<file path="src/design/ssp_pkg.sv">
// Package: register map, field positions, reset values and pin carriers of the serial port
package ssp_pkg;
   // ****************************************
   // Register map
   // ****************************************
   localparam logic [1:0] ADDR_ENABLE_STATUS = 2'h0;
   localparam logic [1:0] ADDR_FORMAT_FLAGS = 2'h1;
   localparam logic [1:0] ADDR_SHIFT_DATA = 2'h2;
   localparam logic [7:0] RST_ENABLE_STATUS = 8'hE0;
   localparam logic [7:0] RST_FORMAT_FLAGS = 8'h00;
   // port_enable_status fields
   localparam int EN_MODE_LSB = 5;
   localparam int EN_PORT_EN = 1;
   localparam int EN_INCOMPLETE = 0;
   // port_format_flags fields
   localparam int FMT_POLARITY = 5;
   localparam int FMT_EDGE = 4;
   localparam int FMT_MSB_FIRST = 3;
   localparam int FMT_SEL_EN = 2;
   localparam int FMT_WCOL = 1;
   localparam int FMT_DONE = 0;
   // Mode codes
   localparam logic [2:0] MODE_DIV4 = 3'h0;
   localparam logic [2:0] MODE_DIV16 = 3'h1;
   localparam logic [2:0] MODE_DIV64 = 3'h2;
   localparam logic [2:0] MODE_SUB = 3'h3;
   localparam logic [2:0] MODE_TMR = 3'h4;
   localparam logic [2:0] MODE_SLAVE = 3'h5;
   // Bits per byte and half-period counts of the internal divider
   localparam logic [3:0] BITS_PER_BYTE = 4'h8;
   localparam logic [5:0] HALF_DIV4 = 6'h01;
   localparam logic [5:0] HALF_DIV16 = 6'h07;
   localparam logic [5:0] HALF_DIV64 = 6'h1F;

   typedef struct packed {
      logic sclk;
      logic sdo;
      logic sdo_oe;
      logic sclk_oe;
   } ssp_pins_out_t;
endpackage

</file>
<file path="src/design/ssp_sync.sv">
// Two flip-flop synchroniser for asynchronous pin inputs
`timescale 1ns/1ps
module ssp_sync #(
   parameter int WIDTH = 3
) (
   input wire logic clk_i,
   input wire logic srst_i,
   input wire logic [WIDTH-1:0] async_i,
   output logic [WIDTH-1:0] sync_o
);
   logic [WIDTH-1:0] meta_q;

   always_ff @(posedge clk_i) begin
      if (srst_i) begin
         meta_q <= '0;
         sync_o <= '0;
      end else begin
         meta_q <= async_i;
         sync_o <= meta_q;
      end
   end
endmodule

</file>
<file path="src/design/ssp_ctrl.sv">
// Serial peripheral port controller: registers, master clock generator, shifter
//
// The register addresses and the plain strobed port were decided locally.
`timescale 1ns/1ps
// Function
// Port enable bit switches the whole port on or off.
// Disabled port releases all four pins to other functions.
// Slave, select rises mid-byte: set incomplete and complete flags together.
// Software writing incomplete flag never sets complete flag.
// Incomplete flag set by hardware only in slave mode.
// Master clock idles high for polarity 0, low for polarity 1.
// Polarity and edge bits choose the sampling edge.
// Bit order bit picks LSB or MSB first; both ends agree.
// Select enable 0 leaves select unused; 1 makes it active.
// Data write during a byte is dropped and sets write collision flag.
// Every finished byte sets the complete flag until software clears it.
// Master data write starts clocks and full-duplex shifting at once.
// Slave shifts data on clocks from the external master.
// External master asserts select before clocks, data timed to mode.
// Port keeps running while its clock source runs.
// Enabled and idle: input floats, output driven high. Code: a slave releases it when deselected, else drives its data bit.
// Slave never drives the clock pin.
// Received bits collect in a shift buffer, copied when byte completes.
// Bus active with select enable set and select low, then data write.
// Software sequence: mode, format, enable, write, check flags, read, clear.
// Mode field codes 0..4 master with clock source, 5 slave.
// One eight-bit data register carries both sent and received bytes.
// Eight clock edges per byte; count reset on disable or deselect.
module ssp_ctrl (
   // Clock and reset
   input wire logic clk_i,
   input wire logic srst_i,
   // Register port
   input wire logic [1:0] addr_i,
   input wire logic [7:0] wdata_i,
   input wire logic wr_i,
   input wire logic rd_i,
   output logic [7:0] rdata_o,
   // Slower clock sources for master modes 3 and 4
   input wire logic sub_tick_i,
   input wire logic tmr_tick_i,
   // Serial pins
   input wire logic sclk_i,
   input wire logic sdi_i,
   input wire logic ssel_n_i,
   output logic sclk_o,
   output logic sclk_oe_o,
   output logic sdo_o,
   output logic sdo_oe_o,
   output logic pins_owned_o,
   output logic done_o
);
   // ****************************************
   // Registers and state
   // ****************************************
   logic [2:0] mode_q;
   logic port_en_q, incomplete_q;
   logic polarity_q, edge_q, msb_first_q, sel_en_q, wcol_q, done_q;
   logic [7:0] data_q, shift_q, rx_q;
   logic [2:0] m_smp_q, m_last_q;
   logic [3:0] bit_cnt_q;
   logic [5:0] div_q;
   logic busy_q, phase_q, sclk_q;
   logic [2:0] sync;
   logic sclk_s, sdi_s, ssel_n_s, sclk_prev_q;
   ssp_pkg::ssp_pins_out_t pins_q;

   ssp_sync #(.WIDTH(3)) u_sync (
      .clk_i(clk_i),
      .srst_i(srst_i),
      .async_i({sclk_i, sdi_i, ssel_n_i}),
      .sync_o(sync)
   );
   assign {sclk_s, sdi_s, ssel_n_s} = sync;

   wire is_slave = (mode_q == ssp_pkg::MODE_SLAVE);
   wire is_master = (mode_q <= ssp_pkg::MODE_TMR);
   wire wr_data = wr_i && (addr_i == ssp_pkg::ADDR_SHIFT_DATA);
   wire wr_en = wr_i && (addr_i == ssp_pkg::ADDR_ENABLE_STATUS);
   wire wr_fmt = wr_i && (addr_i == ssp_pkg::ADDR_FORMAT_FLAGS);
   // Select counts only when its function is enabled
   wire selected = !sel_en_q || !ssel_n_s;
   // Sampling edge: rising when polarity equals edge bit
   wire sample_rising = (polarity_q == edge_q);

   // ****************************************
   // Master clock divider
   // ****************************************
   logic [5:0] half;
   always_comb begin
      unique case (mode_q)
         ssp_pkg::MODE_DIV4: half = ssp_pkg::HALF_DIV4;
         ssp_pkg::MODE_DIV16: half = ssp_pkg::HALF_DIV16;
         default: half = ssp_pkg::HALF_DIV64;
      endcase
   end
   logic tick;
   always_comb begin
      unique case (mode_q)
         ssp_pkg::MODE_SUB: tick = sub_tick_i;
         ssp_pkg::MODE_TMR: tick = tmr_tick_i;
         default: tick = (div_q == half);
      endcase
   end
   always_ff @(posedge clk_i) begin
      if (srst_i || !busy_q || tick) begin
         div_q <= 6'h00;
      end else begin
         div_q <= div_q + 6'h01;
      end
   end

   // ****************************************
   // Shift events
   // ****************************************
   logic slave_sample, slave_shift, m_sample, m_shift;
   wire sclk_rise = sclk_s && !sclk_prev_q;
   wire sclk_fall = !sclk_s && sclk_prev_q;
   always_ff @(posedge clk_i) begin
      if (srst_i) begin
         sclk_prev_q <= 1'b0;
      end else begin
         sclk_prev_q <= sclk_s;
      end
   end
   always_comb begin
      slave_sample = is_slave && selected && port_en_q &&
                     (sample_rising ? sclk_rise : sclk_fall);
      slave_shift = is_slave && selected && port_en_q &&
                    (sample_rising ? sclk_fall : sclk_rise);
      m_sample = is_master && busy_q && tick && !phase_q;
      m_shift = is_master && busy_q && tick && phase_q;
   end
   wire do_sample = m_sample || slave_sample;
   wire do_shift = m_shift || slave_shift;
   wire last_bit = (bit_cnt_q == ssp_pkg::BITS_PER_BYTE - 4'h1);
   wire byte_done = do_sample && last_bit;
   // Master receive lags its own clock pin by the pin register and the input
   // synchroniser, so the capture runs three cycles behind the sampling tick
   always_ff @(posedge clk_i) begin
      if (srst_i || !port_en_q || !is_master) begin
         m_smp_q <= 3'h0;
         m_last_q <= 3'h0;
      end else begin
         m_smp_q <= {m_smp_q[1:0], m_sample};
         m_last_q <= {m_last_q[1:0], m_sample && last_bit};
      end
   end
   wire rx_take = slave_sample || m_smp_q[2];
   wire done_take = (slave_sample && last_bit) || m_last_q[2];
   // A byte counts as moving until its last received bit has landed
   wire in_flight = busy_q || (bit_cnt_q != 4'h0) || (m_last_q != 3'h0);
   wire slave_sel = is_slave && selected;
   // Select raised by master while a byte is partly shifted
   wire aborted = is_slave && port_en_q && sel_en_q && ssel_n_s &&
                  (bit_cnt_q != 4'h0);
   wire wr_collide = wr_data && in_flight;

   // ****************************************
   // Bit counter and busy
   // ****************************************
   always_ff @(posedge clk_i) begin
      if (srst_i || !port_en_q || (is_slave && sel_en_q && ssel_n_s)) begin
         bit_cnt_q <= 4'h0;
      end else if (byte_done) begin
         bit_cnt_q <= 4'h0;
      end else if (do_sample) begin
         bit_cnt_q <= bit_cnt_q + 4'h1;
      end
   end
   always_ff @(posedge clk_i) begin
      if (srst_i || !port_en_q || !is_master) begin
         busy_q <= 1'b0;
         phase_q <= 1'b0;
      end else if (wr_data && !in_flight && selected) begin
         busy_q <= 1'b1;
         phase_q <= !edge_q;
      end else if (tick && busy_q) begin
         phase_q <= !phase_q;
         // Last sample ends the byte; the clock then returns to its idle level
         if (byte_done) begin
            busy_q <= 1'b0;
         end
      end
   end
   // Master clock level toggles on each tick; idle level set by polarity
   always_ff @(posedge clk_i) begin
      if (srst_i || !busy_q) begin
         sclk_q <= !polarity_q;
      end else if (tick) begin
         sclk_q <= !sclk_q;
      end
   end

   // ****************************************
   // Data register and shift buffer
   // ****************************************
   // Outgoing bit is taken from the front of the shift buffer
   wire out_bit = msb_first_q ? shift_q[7] : shift_q[0];
   logic sdo_bit_q;
   always_ff @(posedge clk_i) begin
      if (srst_i) begin
         shift_q <= 8'h00;
         sdo_bit_q <= 1'b1;
      end else if (wr_data && !in_flight) begin
         shift_q <= wdata_i;
         sdo_bit_q <= msb_first_q ? wdata_i[7] : wdata_i[0];
      end else if (do_sample) begin
         shift_q <= msb_first_q ? {shift_q[6:0], 1'b0} : {1'b0, shift_q[7:1]};
      end else if (do_shift) begin
         sdo_bit_q <= out_bit;
      end
   end
   wire [7:0] rx_next = msb_first_q ? {rx_q[6:0], sdi_s} : {sdi_s, rx_q[7:1]};
   always_ff @(posedge clk_i) begin
      if (srst_i) begin
         rx_q <= 8'h00;
      end else if (rx_take) begin
         rx_q <= rx_next;
      end
   end
   always_ff @(posedge clk_i) begin
      if (srst_i) begin
         data_q <= 8'h00;
      end else if (done_take) begin
         data_q <= rx_next;
      end else if (wr_data && !in_flight) begin
         data_q <= wdata_i;
      end
   end

   // ****************************************
   // Control registers
   // ****************************************
   always_ff @(posedge clk_i) begin
      if (srst_i) begin
         mode_q <= ssp_pkg::RST_ENABLE_STATUS[7:5];
         port_en_q <= 1'b0;
      end else if (wr_en) begin
         mode_q <= wdata_i[7:5];
         port_en_q <= wdata_i[ssp_pkg::EN_PORT_EN];
      end
   end
   always_ff @(posedge clk_i) begin
      if (srst_i) begin
         incomplete_q <= 1'b0;
      end else if (aborted) begin
         incomplete_q <= 1'b1;
      end else if (wr_en) begin
         incomplete_q <= wdata_i[ssp_pkg::EN_INCOMPLETE];
      end
   end
   always_ff @(posedge clk_i) begin
      if (srst_i) begin
         {polarity_q, edge_q, msb_first_q, sel_en_q} <= ssp_pkg::RST_FORMAT_FLAGS[5:2];
      end else if (wr_fmt) begin
         {polarity_q, edge_q, msb_first_q, sel_en_q} <= wdata_i[5:2];
      end
   end
   // Set wins over a clear that arrives in the same cycle
   always_ff @(posedge clk_i) begin
      if (srst_i) begin
         wcol_q <= 1'b0;
         done_q <= 1'b0;
      end else begin
         if (wr_collide) begin
            wcol_q <= 1'b1;
         end else if (wr_fmt) begin
            wcol_q <= wdata_i[ssp_pkg::FMT_WCOL];
         end
         if (done_take || aborted) begin
            done_q <= 1'b1;
         end else if (wr_fmt) begin
            done_q <= wdata_i[ssp_pkg::FMT_DONE];
         end
      end
   end

   // ****************************************
   // Read port and pins
   // ****************************************
   always_ff @(posedge clk_i) begin
      if (srst_i) begin
         rdata_o <= 8'h00;
      end else if (rd_i) begin
         unique case (addr_i)
            ssp_pkg::ADDR_ENABLE_STATUS:
               rdata_o <= {mode_q, 3'h0, port_en_q, incomplete_q};
            ssp_pkg::ADDR_FORMAT_FLAGS:
               rdata_o <= {2'h0, polarity_q, edge_q, msb_first_q, sel_en_q, wcol_q, done_q};
            ssp_pkg::ADDR_SHIFT_DATA: rdata_o <= data_q;
            default: rdata_o <= 8'h00;
         endcase
      end
   end
   always_ff @(posedge clk_i) begin
      if (srst_i) begin
         pins_q <= '0;
         pins_owned_o <= 1'b0;
      end else begin
         pins_owned_o <= port_en_q;
         pins_q.sclk <= sclk_q;
         pins_q.sclk_oe <= port_en_q && is_master;
         // Output idles high when no byte is moving and the port is not a selected slave
         pins_q.sdo <= (in_flight || slave_sel) ? sdo_bit_q : 1'b1;
         pins_q.sdo_oe <= port_en_q && (is_master || selected);
      end
   end
   assign sclk_o = pins_q.sclk;
   assign sclk_oe_o = pins_q.sclk_oe;
   assign sdo_o = pins_q.sdo;
   assign sdo_oe_o = pins_q.sdo_oe;
   assign done_o = done_q;

   // ****************************************
   // Checks
   // ****************************************
   property p_collision;
      @(posedge clk_i) disable iff (srst_i)
      wr_collide && !done_take |=> wcol_q && $stable(data_q);
   endproperty
   a_collision: assert property (p_collision) else $error("collision not flagged");
   property p_done_sticky;
      @(posedge clk_i) disable iff (srst_i)
      done_q && !wr_fmt |=> done_q;
   endproperty
   a_done_sticky: assert property (p_done_sticky) else $error("done flag lost");
   property p_abort;
      @(posedge clk_i) disable iff (srst_i)
      aborted |=> incomplete_q && done_q;
   endproperty
   a_abort: assert property (p_abort) else $error("abort flags missing");
   property p_no_sw_done;
      @(posedge clk_i) disable iff (srst_i)
      wr_en && !aborted && !done_take && !done_q && !wr_fmt |=> !done_q;
   endproperty
   a_no_sw_done: assert property (p_no_sw_done) else $error("done set by sw");
   property p_master_inc;
      @(posedge clk_i) disable iff (srst_i)
      !is_slave && !wr_en && !incomplete_q |=> !incomplete_q;
   endproperty
   a_master_inc: assert property (p_master_inc) else $error("incomplete in master");
   property p_idle_clk;
      @(posedge clk_i) disable iff (srst_i)
      !busy_q ##1 (!busy_q && $stable(polarity_q)) |-> sclk_q == !polarity_q;
   endproperty
   a_idle_clk: assert property (p_idle_clk) else $error("idle clock level");
   property p_slave_clk;
      @(posedge clk_i) disable iff (srst_i)
      is_slave ##1 is_slave |-> !sclk_oe_o;
   endproperty
   a_slave_clk: assert property (p_slave_clk) else $error("slave drives clock");
   property p_start;
      @(posedge clk_i) disable iff (srst_i)
      wr_data && !in_flight && selected && port_en_q && is_master |=> busy_q;
   endproperty
   a_start: assert property (p_start) else $error("master did not start");
   property p_count;
      @(posedge clk_i) disable iff (srst_i)
      bit_cnt_q <= ssp_pkg::BITS_PER_BYTE - 4'h1;
   endproperty
   a_count: assert property (p_count) else $error("bit count overflow");
   c_master_byte: cover property (@(posedge clk_i) disable iff (srst_i) m_sample && last_bit);
   c_slave_byte: cover property (@(posedge clk_i) disable iff (srst_i) slave_sample && last_bit);
   c_abort: cover property (@(posedge clk_i) disable iff (srst_i) aborted);
   c_collide: cover property (@(posedge clk_i) disable iff (srst_i) wr_collide);
endmodule

</file>
<file path="config.mk">
export PLATFORM = sky130hd
export DESIGN_NAME = ssp_ctrl
export DESIGN_NICKNAME = d
export VERILOG_FILES = /design/src/design/ssp_pkg.sv /design/src/design/ssp_sync.sv /design/src/design/ssp_ctrl.sv
export SDC_FILE = /design/constraint.sdc
export NUM_CORES = 1
export LEC_CHECK = 0
export ABC_CLOCK_PERIOD_IN_PS = 3200
export BUFFER_PORTS_ARGS = -buffer_cell sky130_fd_sc_hd__buf_2
export CORE_MARGIN = 5
export CORE_UTILIZATION = 63
export DETAILED_ROUTE_END_ITERATION = 6
export PLACE_DENSITY = 0.81
export SYNTH_ARGS = -nofsm -noshare
export SYNTH_HDL_FRONTEND = slang
export SYNTH_SLANG_ARGS = --single-unit
</file>
<file path="constraint.sdc">
create_clock -name clk_i -period 3.2 [get_ports clk_i]
set_input_delay 0 -clock clk_i [delete_from_list [all_inputs] [get_ports clk_i]]
set_output_delay 0 -clock clk_i [all_outputs]
set_load 0.05 [all_outputs]
</file>
Word-level counts from Yosys, hierarchy flattened --
Cells that the tools add are included.
Operators by class: multiplexer cells 30, $lt $le $gt $ge 1, eq/ne operators 10, add/subtract/negate cells 2, reduce and logical (&&, ||, !) cells 71
Operators with widths (count):
- 2-to-1 mux 8 bit | 6
- logical AND 1 bit | 28
- case mux 8 bit (3 select lines) | 1
- 2-to-1 mux 1 bit | 21
- nonzero test 2 bit | 9
- logical OR 1 bit | 15
- logical NOT 1 bit | 12
- case mux 5 bit (2 select lines) | 1
- adder 6 x 1 -> 6 bit (second input constant) | 1
- equality test 3 bit (second input constant) | 2
- equality test 6 bit | 1
- adder 4 x 1 -> 4 bit (second input constant) | 1
- equality test 4 x 3 -> 1 bit (second input constant) | 1
- AND reduction 2 bit | 2
- nonzero test 4 bit | 1
- equality test 3 x 1 -> 1 bit (second input constant) | 1
- equality test 3 x 2 -> 1 bit (second input constant) | 1
- <= comparator 3 bit (second input constant) | 1
- logical NOT 3 bit | 1
- nonzero test 3 bit | 1
- equality test 2 x 1 -> 1 bit (second input constant) | 1
- equality test 2 bit (second input constant) | 1
- logical NOT 2 bit | 1
- != test 2 x 1 -> 1 bit (second input constant) | 1
- other kinds (3) | 3
Storage, ports and cells: bits of input ports 19, flip-flop bits (word level) 75, output and inout port bits 14, word-level logic and storage cells 143

Longest topological paths before layout --
Gate-level depths: netlist of run 1.
word-level depth 11, mapped depth 9, gate-level depth less buffers 8

Cells and area by module --
From an unflattened synthesis of run 1, not the netlist that was laid out.
Unflattened totals: cells, all modules 370, area total of the unflattened synthesis 3497.1 µm²
Modules (own cells, without submodules):
- ssp_ctrl | area each 3339.5 µm², times used 1, seq. area each 1391.3 µm², cells each 358
- ssp_sync | area each 157.7 µm², times used 1, seq. area each 120.1 µm², cells each 12

Worst setup path after synthesis of run 1 --
No wires, ideal clock.
path type register to register, start point reg bit_cnt_q[0], end point reg data_q[7], slack 1.341 ns, period minus slack after synthesis 1.859 ns, path buffers 1, required time 3.067 ns, cell stages (with the launch flop) 10, data arrival time 1.726 ns, setup time 0.133 ns, cell sequence dfxtp_1 inv_1 ha_1 or3b_2 nor2_1 and3_1 buf_2 nor2_1 nand3_1 o211ai_1
On the way: longest elaborated chain between the ends 6, elaborated cells on any way between the ends 10, those cells by class eq/ne (1); mux (1); reduce/logical (8)
Ends and longest elaborated chain:
- start, declared | RTL line ssp_ctrl.sv:61 | logic [3:0] bit_cnt_q;
- start signal, assigned | RTL line ssp_ctrl.sv:168 | bit_cnt_q <= bit_cnt_q + 4'h1;
- nonzero test 4 bit | RTL line ssp_ctrl.sv:152 | wire in_flight = busy_q || (bit_cnt_q != 4'h0) || (m_last_q != 3'h0);
- logical OR 1 bit (2 in a row) | RTL line ssp_ctrl.sv:152
- logical NOT 1 bit | RTL line ssp_ctrl.sv:227 | end else if (wr_data && !in_flight) begin
- logical AND 1 bit | RTL line ssp_ctrl.sv:227
- nonzero test 2 bit (no line)
- end signal, assigned | RTL line ssp_ctrl.sv:226 | data_q <= rx_next;
- end signal, assigned | RTL line ssp_ctrl.sv:228 | data_q <= wdata_i;
- end, declared | RTL line ssp_ctrl.sv:59 | logic [7:0] data_q, shift_q, rx_q;
Parallel ways exist; a longest one is shown, timed or not. A chain may end at the register's enable or synchronous reset.

Final worst setup path of run 1 --
start point reg mode_q[2], end point reg bit_cnt_q[3]
On the way: longest elaborated chain between the ends 9, elaborated cells on any way between the ends 21, those cells by class order compare (1); eq/ne (5); mux (2); reduce/logical (13)
Ends and longest elaborated chain:
- start, declared | RTL line ssp_ctrl.sv:56 | logic [2:0] mode_q;
- start signal, assigned | RTL line ssp_ctrl.sv:237 | mode_q <= ssp_pkg::RST_ENABLE_STATUS[7:5];
- start signal, assigned | RTL line ssp_ctrl.sv:240 | mode_q <= wdata_i[7:5];
- equality test 3 x 1 -> 1 bit / logical NOT 3 bit (equally long branches) | RTL line ssp_ctrl.sv:91 | unique case (mode_q)
- case mux 5 bit (2 select lines) | RTL line ssp_ctrl.sv:91
- equality test 6 bit | RTL line ssp_ctrl.sv:102 | default: tick = (div_q == half);
- case mux 1 bit (2 select lines) | RTL line ssp_ctrl.sv:99 | unique case (mode_q)
- logical AND 1 bit (2 in a row) | RTL line ssp_ctrl.sv:131 | m_sample = is_master && busy_q && tick && !phase_q;
- logical OR 1 bit | RTL line ssp_ctrl.sv:134 | wire do_sample = m_sample || slave_sample;
- logical AND 1 bit | RTL line ssp_ctrl.sv:137 | wire byte_done = do_sample && last_bit;
- OR reduction 2 bit (no line)
Parallel ways exist; a longest one is shown, timed or not.

==> results of run 1 <==
power groups by stage:
stage	sequential (mW)	clock, mW	combinational (mW)
finish	0.981	0.714	0.163
global route	0.984	0.763	0.175
CTS	0.981	0.722	0.160
detailed placement	1.00	0	0.147
global placement	1.00	0	0.146
floorplan	1.02	0	0.0855
layout by cell type (no fill, tap or decap), drive strengths merged, types with 4 or more instances in the layout:
| master | instances |
|---|---|
| dfxtp | 74 |
| nor2 | 43 |
| nand2 | 34 |
| buf | 33 |
| mux2i | 28 |
| a21oi | 21 |
| mux2 | 17 |
| o21ai | 16 |
| nor2b | 14 |
| dlygate4sd3 | 13 |
| clkbuf | 11 |
| inv | 9 |
| o211ai | 9 |
| nand3b | 7 |
| nand3 | 7 |
| a22oi | 7 |
| and3 | 6 |
| a211oi | 6 |
| nand2b | 4 |
| a211o | 4 |
| xor2 | 4 |
per-layer routing:
metal	share of wire (%)	vias up
met5	0	-
met4	1.7	0
met3	5.0	17
met2	49	90
met1	45	1344
li1	-	1381
how the worst max path moves through the flow:
stage	startpoint	endpoint	slack [ns]
floorplan	bit_cnt_q[0]	data_q[7]	1.34
global placement	mode_q[2]	bit_cnt_q[3]	0.96
detailed placement	mode_q[2]	bit_cnt_q[3]	0.87
CTS	mode_q[2]	bit_cnt_q[3]	0.86
global route	mode_q[2]	bit_cnt_q[3]	0.72
finish	mode_q[2]	bit_cnt_q[3]	0.84
area by class of cell:
class / count / share of cell area (%)
inverter: 9 / 0.8662
multi-input combinational: 267 / 45.52
sequential: 75 / 38.76
clock inverter: 5 / 1.347
clock buffer: 11 / 3.625
tap: 70 / 2.246
timing repair buffer: 46 / 7.636
worst register-to-register path, delay by kind of cell, from the launching register on:
kind	cells	cell delay [ns]
and+or+nand+nor	1	0.40
AOI/OAI and AO/OA	5	1.32
DFF	1	0.53
logic make-up (layout without fill, tap and decap cells):
logic type | after synthesis | after routing | share of synthesized area (%)
buffers and inverters | 26 | 71 | 3.843
muxes | 45 | 45 | 13.91
DFF | 75 | 75 | 44.22
and+or+nand+nor | 136 | 136 | 20.39
AOI/OAI and AO/OA | 77 | 77 | 14.79
xor gates and xnor gates | 6 | 6 | 1.757
adders and majority gates | 3 | 3 | 1.098
stage by stage:
stage | utilization [%] | power, mW | setup slack, ns | cells | instance area [um2]
after global placement | 68.70 | 1.146 | 0.9622 | 454 | 3576
after global routing | 74.93 | 1.922 | 0.7153 | 483 | 3900
after floorplan | - | 1.105 | 1.341 | 368 | 3418
final | 74.93 | 1.859 | 0.8396 | 483 | 3900
after CTS | 74.93 | 1.863 | 0.8566 | 483 | 3900
after detailed placement | 68.70 | 1.149 | 0.8713 | 454 | 3576
state kept, by name, summed over array words and instances, names as in the netlist, 3 cells and up:
register and cells:
bit_cnt_q 4, mode_q 3, m_smp_q 3, rx_q 8
div_q 6, data_q 8, u_sync.sync_o 3, m_last_q 3
shift_q 8, rdata_o 8, u_sync.meta_q 3
==> run_results.csv, run 1 <==
group,metric,value,unit
clock_network,cts_setup_buffers,0,
sta,fin_hold_ws,0.07752,ns
logic_synthesis,synth_seq_cells,75,
logic_synthesis,synthesis.yosys.warnings,0,
clock_network,cts-root-buf,"clkbuf_8",
logic_synthesis,synth_top_area_share,43.34,%
setup_path,timing.rr.end,"bit_cnt_q[3]",
clock_network,cts_tree,"yes",
route,post-route-drc-count,0,
power_and_ir_drop,total_leakage_power,1.579,nW
route,detailedRoute.firstIterationViolations,321,
sta,timing.final.hold_violations,0,
setup_path,worst-r2r-setup-slack,0.84,ns
sta,tightest_slew,0.9173,ns
floorplanning,core.rowCount,26,
sta,timing.setup.tns,0,ns
logic_synthesis,synth_nets,390,
min_path,hold_path_startpoint,"rd_i",
setup_path,worst_setup_path_end_kind,"flip-flop",
clock_network,path_clk_slew,0.08,ns
logic_synthesis,post_synth_most_frequent_cells,"dfxtp_1 (74), nor2_1 (40), nand2_1 (34), mux2i_1 (28), a21oi_1 (21)",
clock_network,clock_latency_on_the_worst_skew_pair,0.35,ns
floorplanning,floorplan.die.height,83.66,um
floorplanning,boundaryPins,33,
logic_synthesis,cell_variety_after_synth,58,
floorplanning,chipWidth,83.66,um
clock_network,number_of_h_tree_branching_levels,3,
setup_path,ff2ff_path_depth,6,
clock_network,cts_hold_repair.buffers,13,
power_and_ir_drop,seqPwrFrac,52.8,%
logic_synthesis,synthMostInstantiatedCell,"dfxtp_1",
layout,total_area_of_sequential_cells,0.001511,mm2
logic_synthesis,synth-async-reset-ratio,0,%
place,hpwl,5722,um
sta,unrepaired_setup_endpoints_after_global_routing,"no",
setup_path,worstPathRequired,3.45,ns
sta,final_min_period_over_clock_period,73.76,%
sta,setup_violations,0,
power_and_ir_drop,switching_power_of_the_nets,458.4,uW
setup_path,worst-setup-path-type,"flip-flop to flip-flop",
place,port-buffer-count,32,
floorplanning,initial_core_util,65.67,%
logic_synthesis,post-synth-top-area-cell,"dfxtp_1",
grt,global_route_wire_length_before_repair,13580,um
grt,groute.layer.met1.usage,31.76,%
sta,slew_headroom,38.76,%
grt,grt_antenna_before_repair,0,
min_path,holdPathEnd,"rdata_o[2]",
sta,skew,0.01040,ns
sta,clock.fmax,423.7,MHz
place,routabilityCongestion,0.8861,
layout,number_of_inserted_diodes,0,
grt,peak_usage_layer_in_the_global_routing_report,"met2",
power_and_ir_drop,power_frac_comb,8.8,%
logic_synthesis,yosysSeqAreaShare,44.22,%
layout,layout_cell_share_with_drive_strength_beyond_1,18.40,%
layout,area.growth.synth_to_final,14.09,%
route,post_drt_via_cell_ratio,5.863,
power_and_ir_drop,clock_share_of_power,38.4,%
layout,finalNetCount,430,
min_path,hold_depth,2,
grt,grt_util_met3,4.541,%
route,via_count,2832,
setup_path,worstPathArrival,2.61,ns
logic_synthesis,yosys_most_used_dff,"dfxtp_1",
setup_path,cell_class_contributing_the_biggest_share_of_worst_path_delay,"compound AO/OA/AOI/OAI gates",
layout,multi_input_area,0.001775,mm2
sta,layout_min_cycle_time,2.360,ns
floorplanning,die_area,0.006999,mm2
grt,globalRouteTotalUtil,24.03,%
clock_network,post_cts.resized_instances,0,
route,route.detailed.wl_per_inst,17.07,um
clock_network,cts.sink_count,75,
route,detail_route.first_pass.iterations,5,
setup_path,critical_path.cell_chain,"or3b_1 -> a21o_1 -> a21oi_1 -> a211o_1 -> a41oi_1 -> a41o_1",
sta,timing.final.max_slew_violations,0,
outcome,run_status,"finished clean",
route,antenna_left,0,
route,postRouteWirelength,8244,um
setup_path,critical_register_to_register_path_startpoint,"mode_q[2]",
grt,grt_pass1_vias,2751,
layout,fillerInstances,403,
logic_synthesis,yosys-top-cells-area,"dfxtp_1 (43%), mux2i_1 (8.2%), mux2_2 (5.3%), nor2_1 (4.4%), nand2_1 (3.7%)",
clock_network,cts_max_path_buffers,2,
floorplanning,core_area,0.005205,mm2
power_and_ir_drop,internal-power,1.400,mW
power_and_ir_drop,power_per_cell_area,476.5,mW/mm2
setup_path,start_kind,"flip-flop",
min_path,timing.hold.worst.class,"primary input to flip-flop",
setup_path,path_depth,6,
logic_synthesis,synth_edf_count,1,
setup_path,cp_max_fo,18,
setup_path,path_buf_inv,0,
power_and_ir_drop,power_switching_share,24.66,%
clock_network,numCtsBuffers,9,
setup_path,library_cell_contributing_the_largest_single_delay_on_the_critical_path,"a211o_1",
logic_synthesis,syn_avg_cell_area,9.289,um2
logic_synthesis,syn_inst,368,
grt,gr-total-overflow,0,
power_and_ir_drop,power.ir.vdd_worst,0.0003562,V
run,reported_max_cap_violation_count,0,
grt,met2_usage,38.76,%
logic_synthesis,mapped_area,0.003418,mm2
grt,grt_start_max_net_pins,50,
setup_path,critPathMaxStageDelay,0.59,ns
(Power assumes the default switching activity.)
==> inputs of run 2 (changes only) <==
ABC_CLOCK_PERIOD_IN_PS = 2100   (was 3200)
CORE_UTILIZATION = 53   (was 63)
PLACE_DENSITY = 0.72   (was 0.81)
clock period = 2.1 ns   (was 3.2 ns; I/O delays follow)
==> run 2 against run 1 <==
- final cell count increased by 3.5%
- clock-buffer cell count decreased by 2
- design area increased by 4.4%
- wire length decreased by 1.8%
- non-clock buffer count increased by 10
- clock power increased by 85%
- sequential share of layout area decreased by 1.6 points
- global-route usage decreased by 4.1 points
- die area increased by 17%
==> run_results.csv, run 2 (synthesized netlist as in run 1, its figures left out) <==
group,metric,value,unit
layout,total_area_of_sequential_cells,0.001511,mm2
clock_network,cts-root-buf,"clkbuf_8",
sta,skew,0.01063,ns
setup_path,worst-r2r-setup-slack,0.15,ns
floorplanning,initial_core_util,54.14,%
route,detail_route.first_pass.iterations,5,
floorplanning,core_area,0.006314,mm2
min_path,hold_path_startpoint,"srst_i",
clock_network,path_clk_slew,0.08,ns
grt,gr-total-overflow,0,
setup_path,timing.critical_path.from,"mode_q[1]",
grt,global_route_wire_length_before_repair,13390,um
setup_path,cp_max_fo,18,
clock_network,clock_latency_on_the_worst_skew_pair,0.35,ns
layout,most-common-layout-cells,"dfxtp_1 (74), nor2_1 (38), nand2_1 (34)",
run,reported_max_cap_violation_count,0,
layout,layout.cells.non_filler,500,
place,port-buffer-count,32,
outcome,run_status,"finished clean",
sta,fin_hold_ws,0.04998,ns
power_and_ir_drop,power_per_cell_area,755.4,mW/mm2
min_path,timing.hold.worst.class,"primary input to flip-flop",
layout,area.growth.synth_to_final,19.11,%
route,postRouteWirelength,8096,um
layout,fillerInstances,539,
route,post_drt_via_cell_ratio,5.732,
place,routabilityCongestion,0.8521,
setup_path,worst_setup_path_end_kind,"flip-flop",
power_and_ir_drop,total_leakage_power,1.657,nW
route,detailedRoute.firstIterationViolations,216,
layout,number_of_inserted_diodes,0,
sta,timing.final.max_slew_violations,0,
clock_network,number_of_h_tree_branching_levels,3,
clock_network,cts_setup_buffers,0,
setup_path,critical_register_to_register_path_startpoint,"mode_q[1]",
setup_path,worstPathRequired,2.34,ns
setup_path,ff2ff_path_depth,7,
grt,grt_start_max_net_pins,34,
floorplanning,floorplan.die.height,90.31,um
sta,timing.final.hold_violations,0,
sta,clock.fmax,511.6,MHz
floorplanning,core.rowCount,29,
sta,timing.setup.tns,0,ns
layout,multi_input_area,0.001807,mm2
grt,globalRouteTotalUtil,19.97,%
place,place_inst,472,
route,route.detailed.wl_per_inst,16.19,um
sta,tightest_slew,0.6638,ns
clock_network,cts_max_path_buffers,2,
route,post-route-drc-count,0,
floorplanning,chipWidth,90.31,um
setup_path,timing.rr.end,"bit_cnt_q[3]",
sta,setup_violations,0,
setup_path,start_kind,"flip-flop",
floorplanning,die_area,0.008156,mm2
route,via_count,2866,
sta,final_min_period_over_clock_period,93.08,%
route,antenna_left,0,
layout,layout_commonest_cell,"dfxtp_1",
setup_path,crit_end,"bit_cnt_q[3]",
clock_network,cts_tree,"yes",
layout,finalNetCount,440,
sta,unrepaired_setup_endpoints_after_global_routing,"no",
sta,layout_min_cycle_time,1.955,ns
clock_network,numCtsBuffers,9,
floorplanning,boundaryPins,33,
grt,grt_pass1_vias,2737,
place,dpl_worst_slack,0.05682,ns
place,hpwl,5762,um
sta,post_layout_worst_setup_margin,0.1452,ns
clock_network,cts.sink_count,75,
setup_path,worstPathArrival,2.20,ns
power_and_ir_drop,power.ir.vdd_worst,0.0004966,V
sta,slew_headroom,55.55,%
setup_path,worst-setup-path-type,"flip-flop to flip-flop",
grt,grt_antenna_before_repair,0,
layout,layout_cell_share_with_drive_strength_beyond_1,22.22,%
==> run 2: changes by cell type in the layout (fill, tap and decap cells not counted), moves of 2 or more <==
cell       before  now
nor2_4          1    3
buf_4           1   11
nor2_1         40   38
bufinv_16       1    3
==> run 2: final cells by class <==
cell class | count | area share (%)
Inverter | 9 | 0.8297
Tap cell | 77 | 2.366
Clock buffer | 9 | 3.042
Sequential cell | 75 | 37.12
Timing Repair Buffer | 56 | 9.404
Multi-Input combinational cell | 267 | 44.38
Clock inverter | 7 | 2.858
==> run 2: timing repair <==
item,CTS,global route
endpoints found under the hold margin,26,0
hold buffers,12,0
gates resized for setup,0,8
endpoints found under the setup margin,0,18
==> run 2: worst max-delay path: stages (launching register included) <==
cell and delay [ns]:
dfxtp_1 0.41, nor4_2 0.35, o2bb2ai_1 0.17, and4_1 0.24, a211o_1 0.17, buf_12 0.16
a41oi_1 0.13, a41o_1 0.22
==> run 2: routing by layer <==
layer	track usage (%)	vias up	part of all wire [%]
met5	0	-	0
met4	7.568	0	1.3
met3	3.583	13	5.5
met2	31.77	80	47
met1	26.97	1369	46
li1	-	1404	-
==> run 2: worst min path at each step <==
stage / end / slack (ns) / cells after the start
after floorplan: shift_q[1] / 0.11 / 2
after global placement: u_sync.meta_q[2] / 0.21 / 2
after detailed placement: u_sync.meta_q[0] / 0.21 / 2
after CTS: port_en_q / 0.03 / 2
after global routing: rdata_o[5] / 0.07 / 2
final: sdo_o / 0.05 / 2
==> run 2: per-stage QoR <==
step	utilization [%]	total power [mW]	area, um2
finish	64.49	3.076	4071
global route	64.49	3.191	4071
CTS	63.99	3.091	4040
global placement	58.28	1.759	3680
floorplan	-	1.683	3418
detailed placement	58.28	1.762	3680
==> run 2: report_power, final <==
group | leakage (nW) | total, mW | internal, mW | switching [mW]
sequential | 0.610 | 1.49 | 1.46 | 0.0259
combinational | 0.928 | 0.264 | 0.104 | 0.160
clock | 0.119 | 1.32 | 0.787 | 0.537
total | 1.66 | 3.08 | 2.35 | 0.724
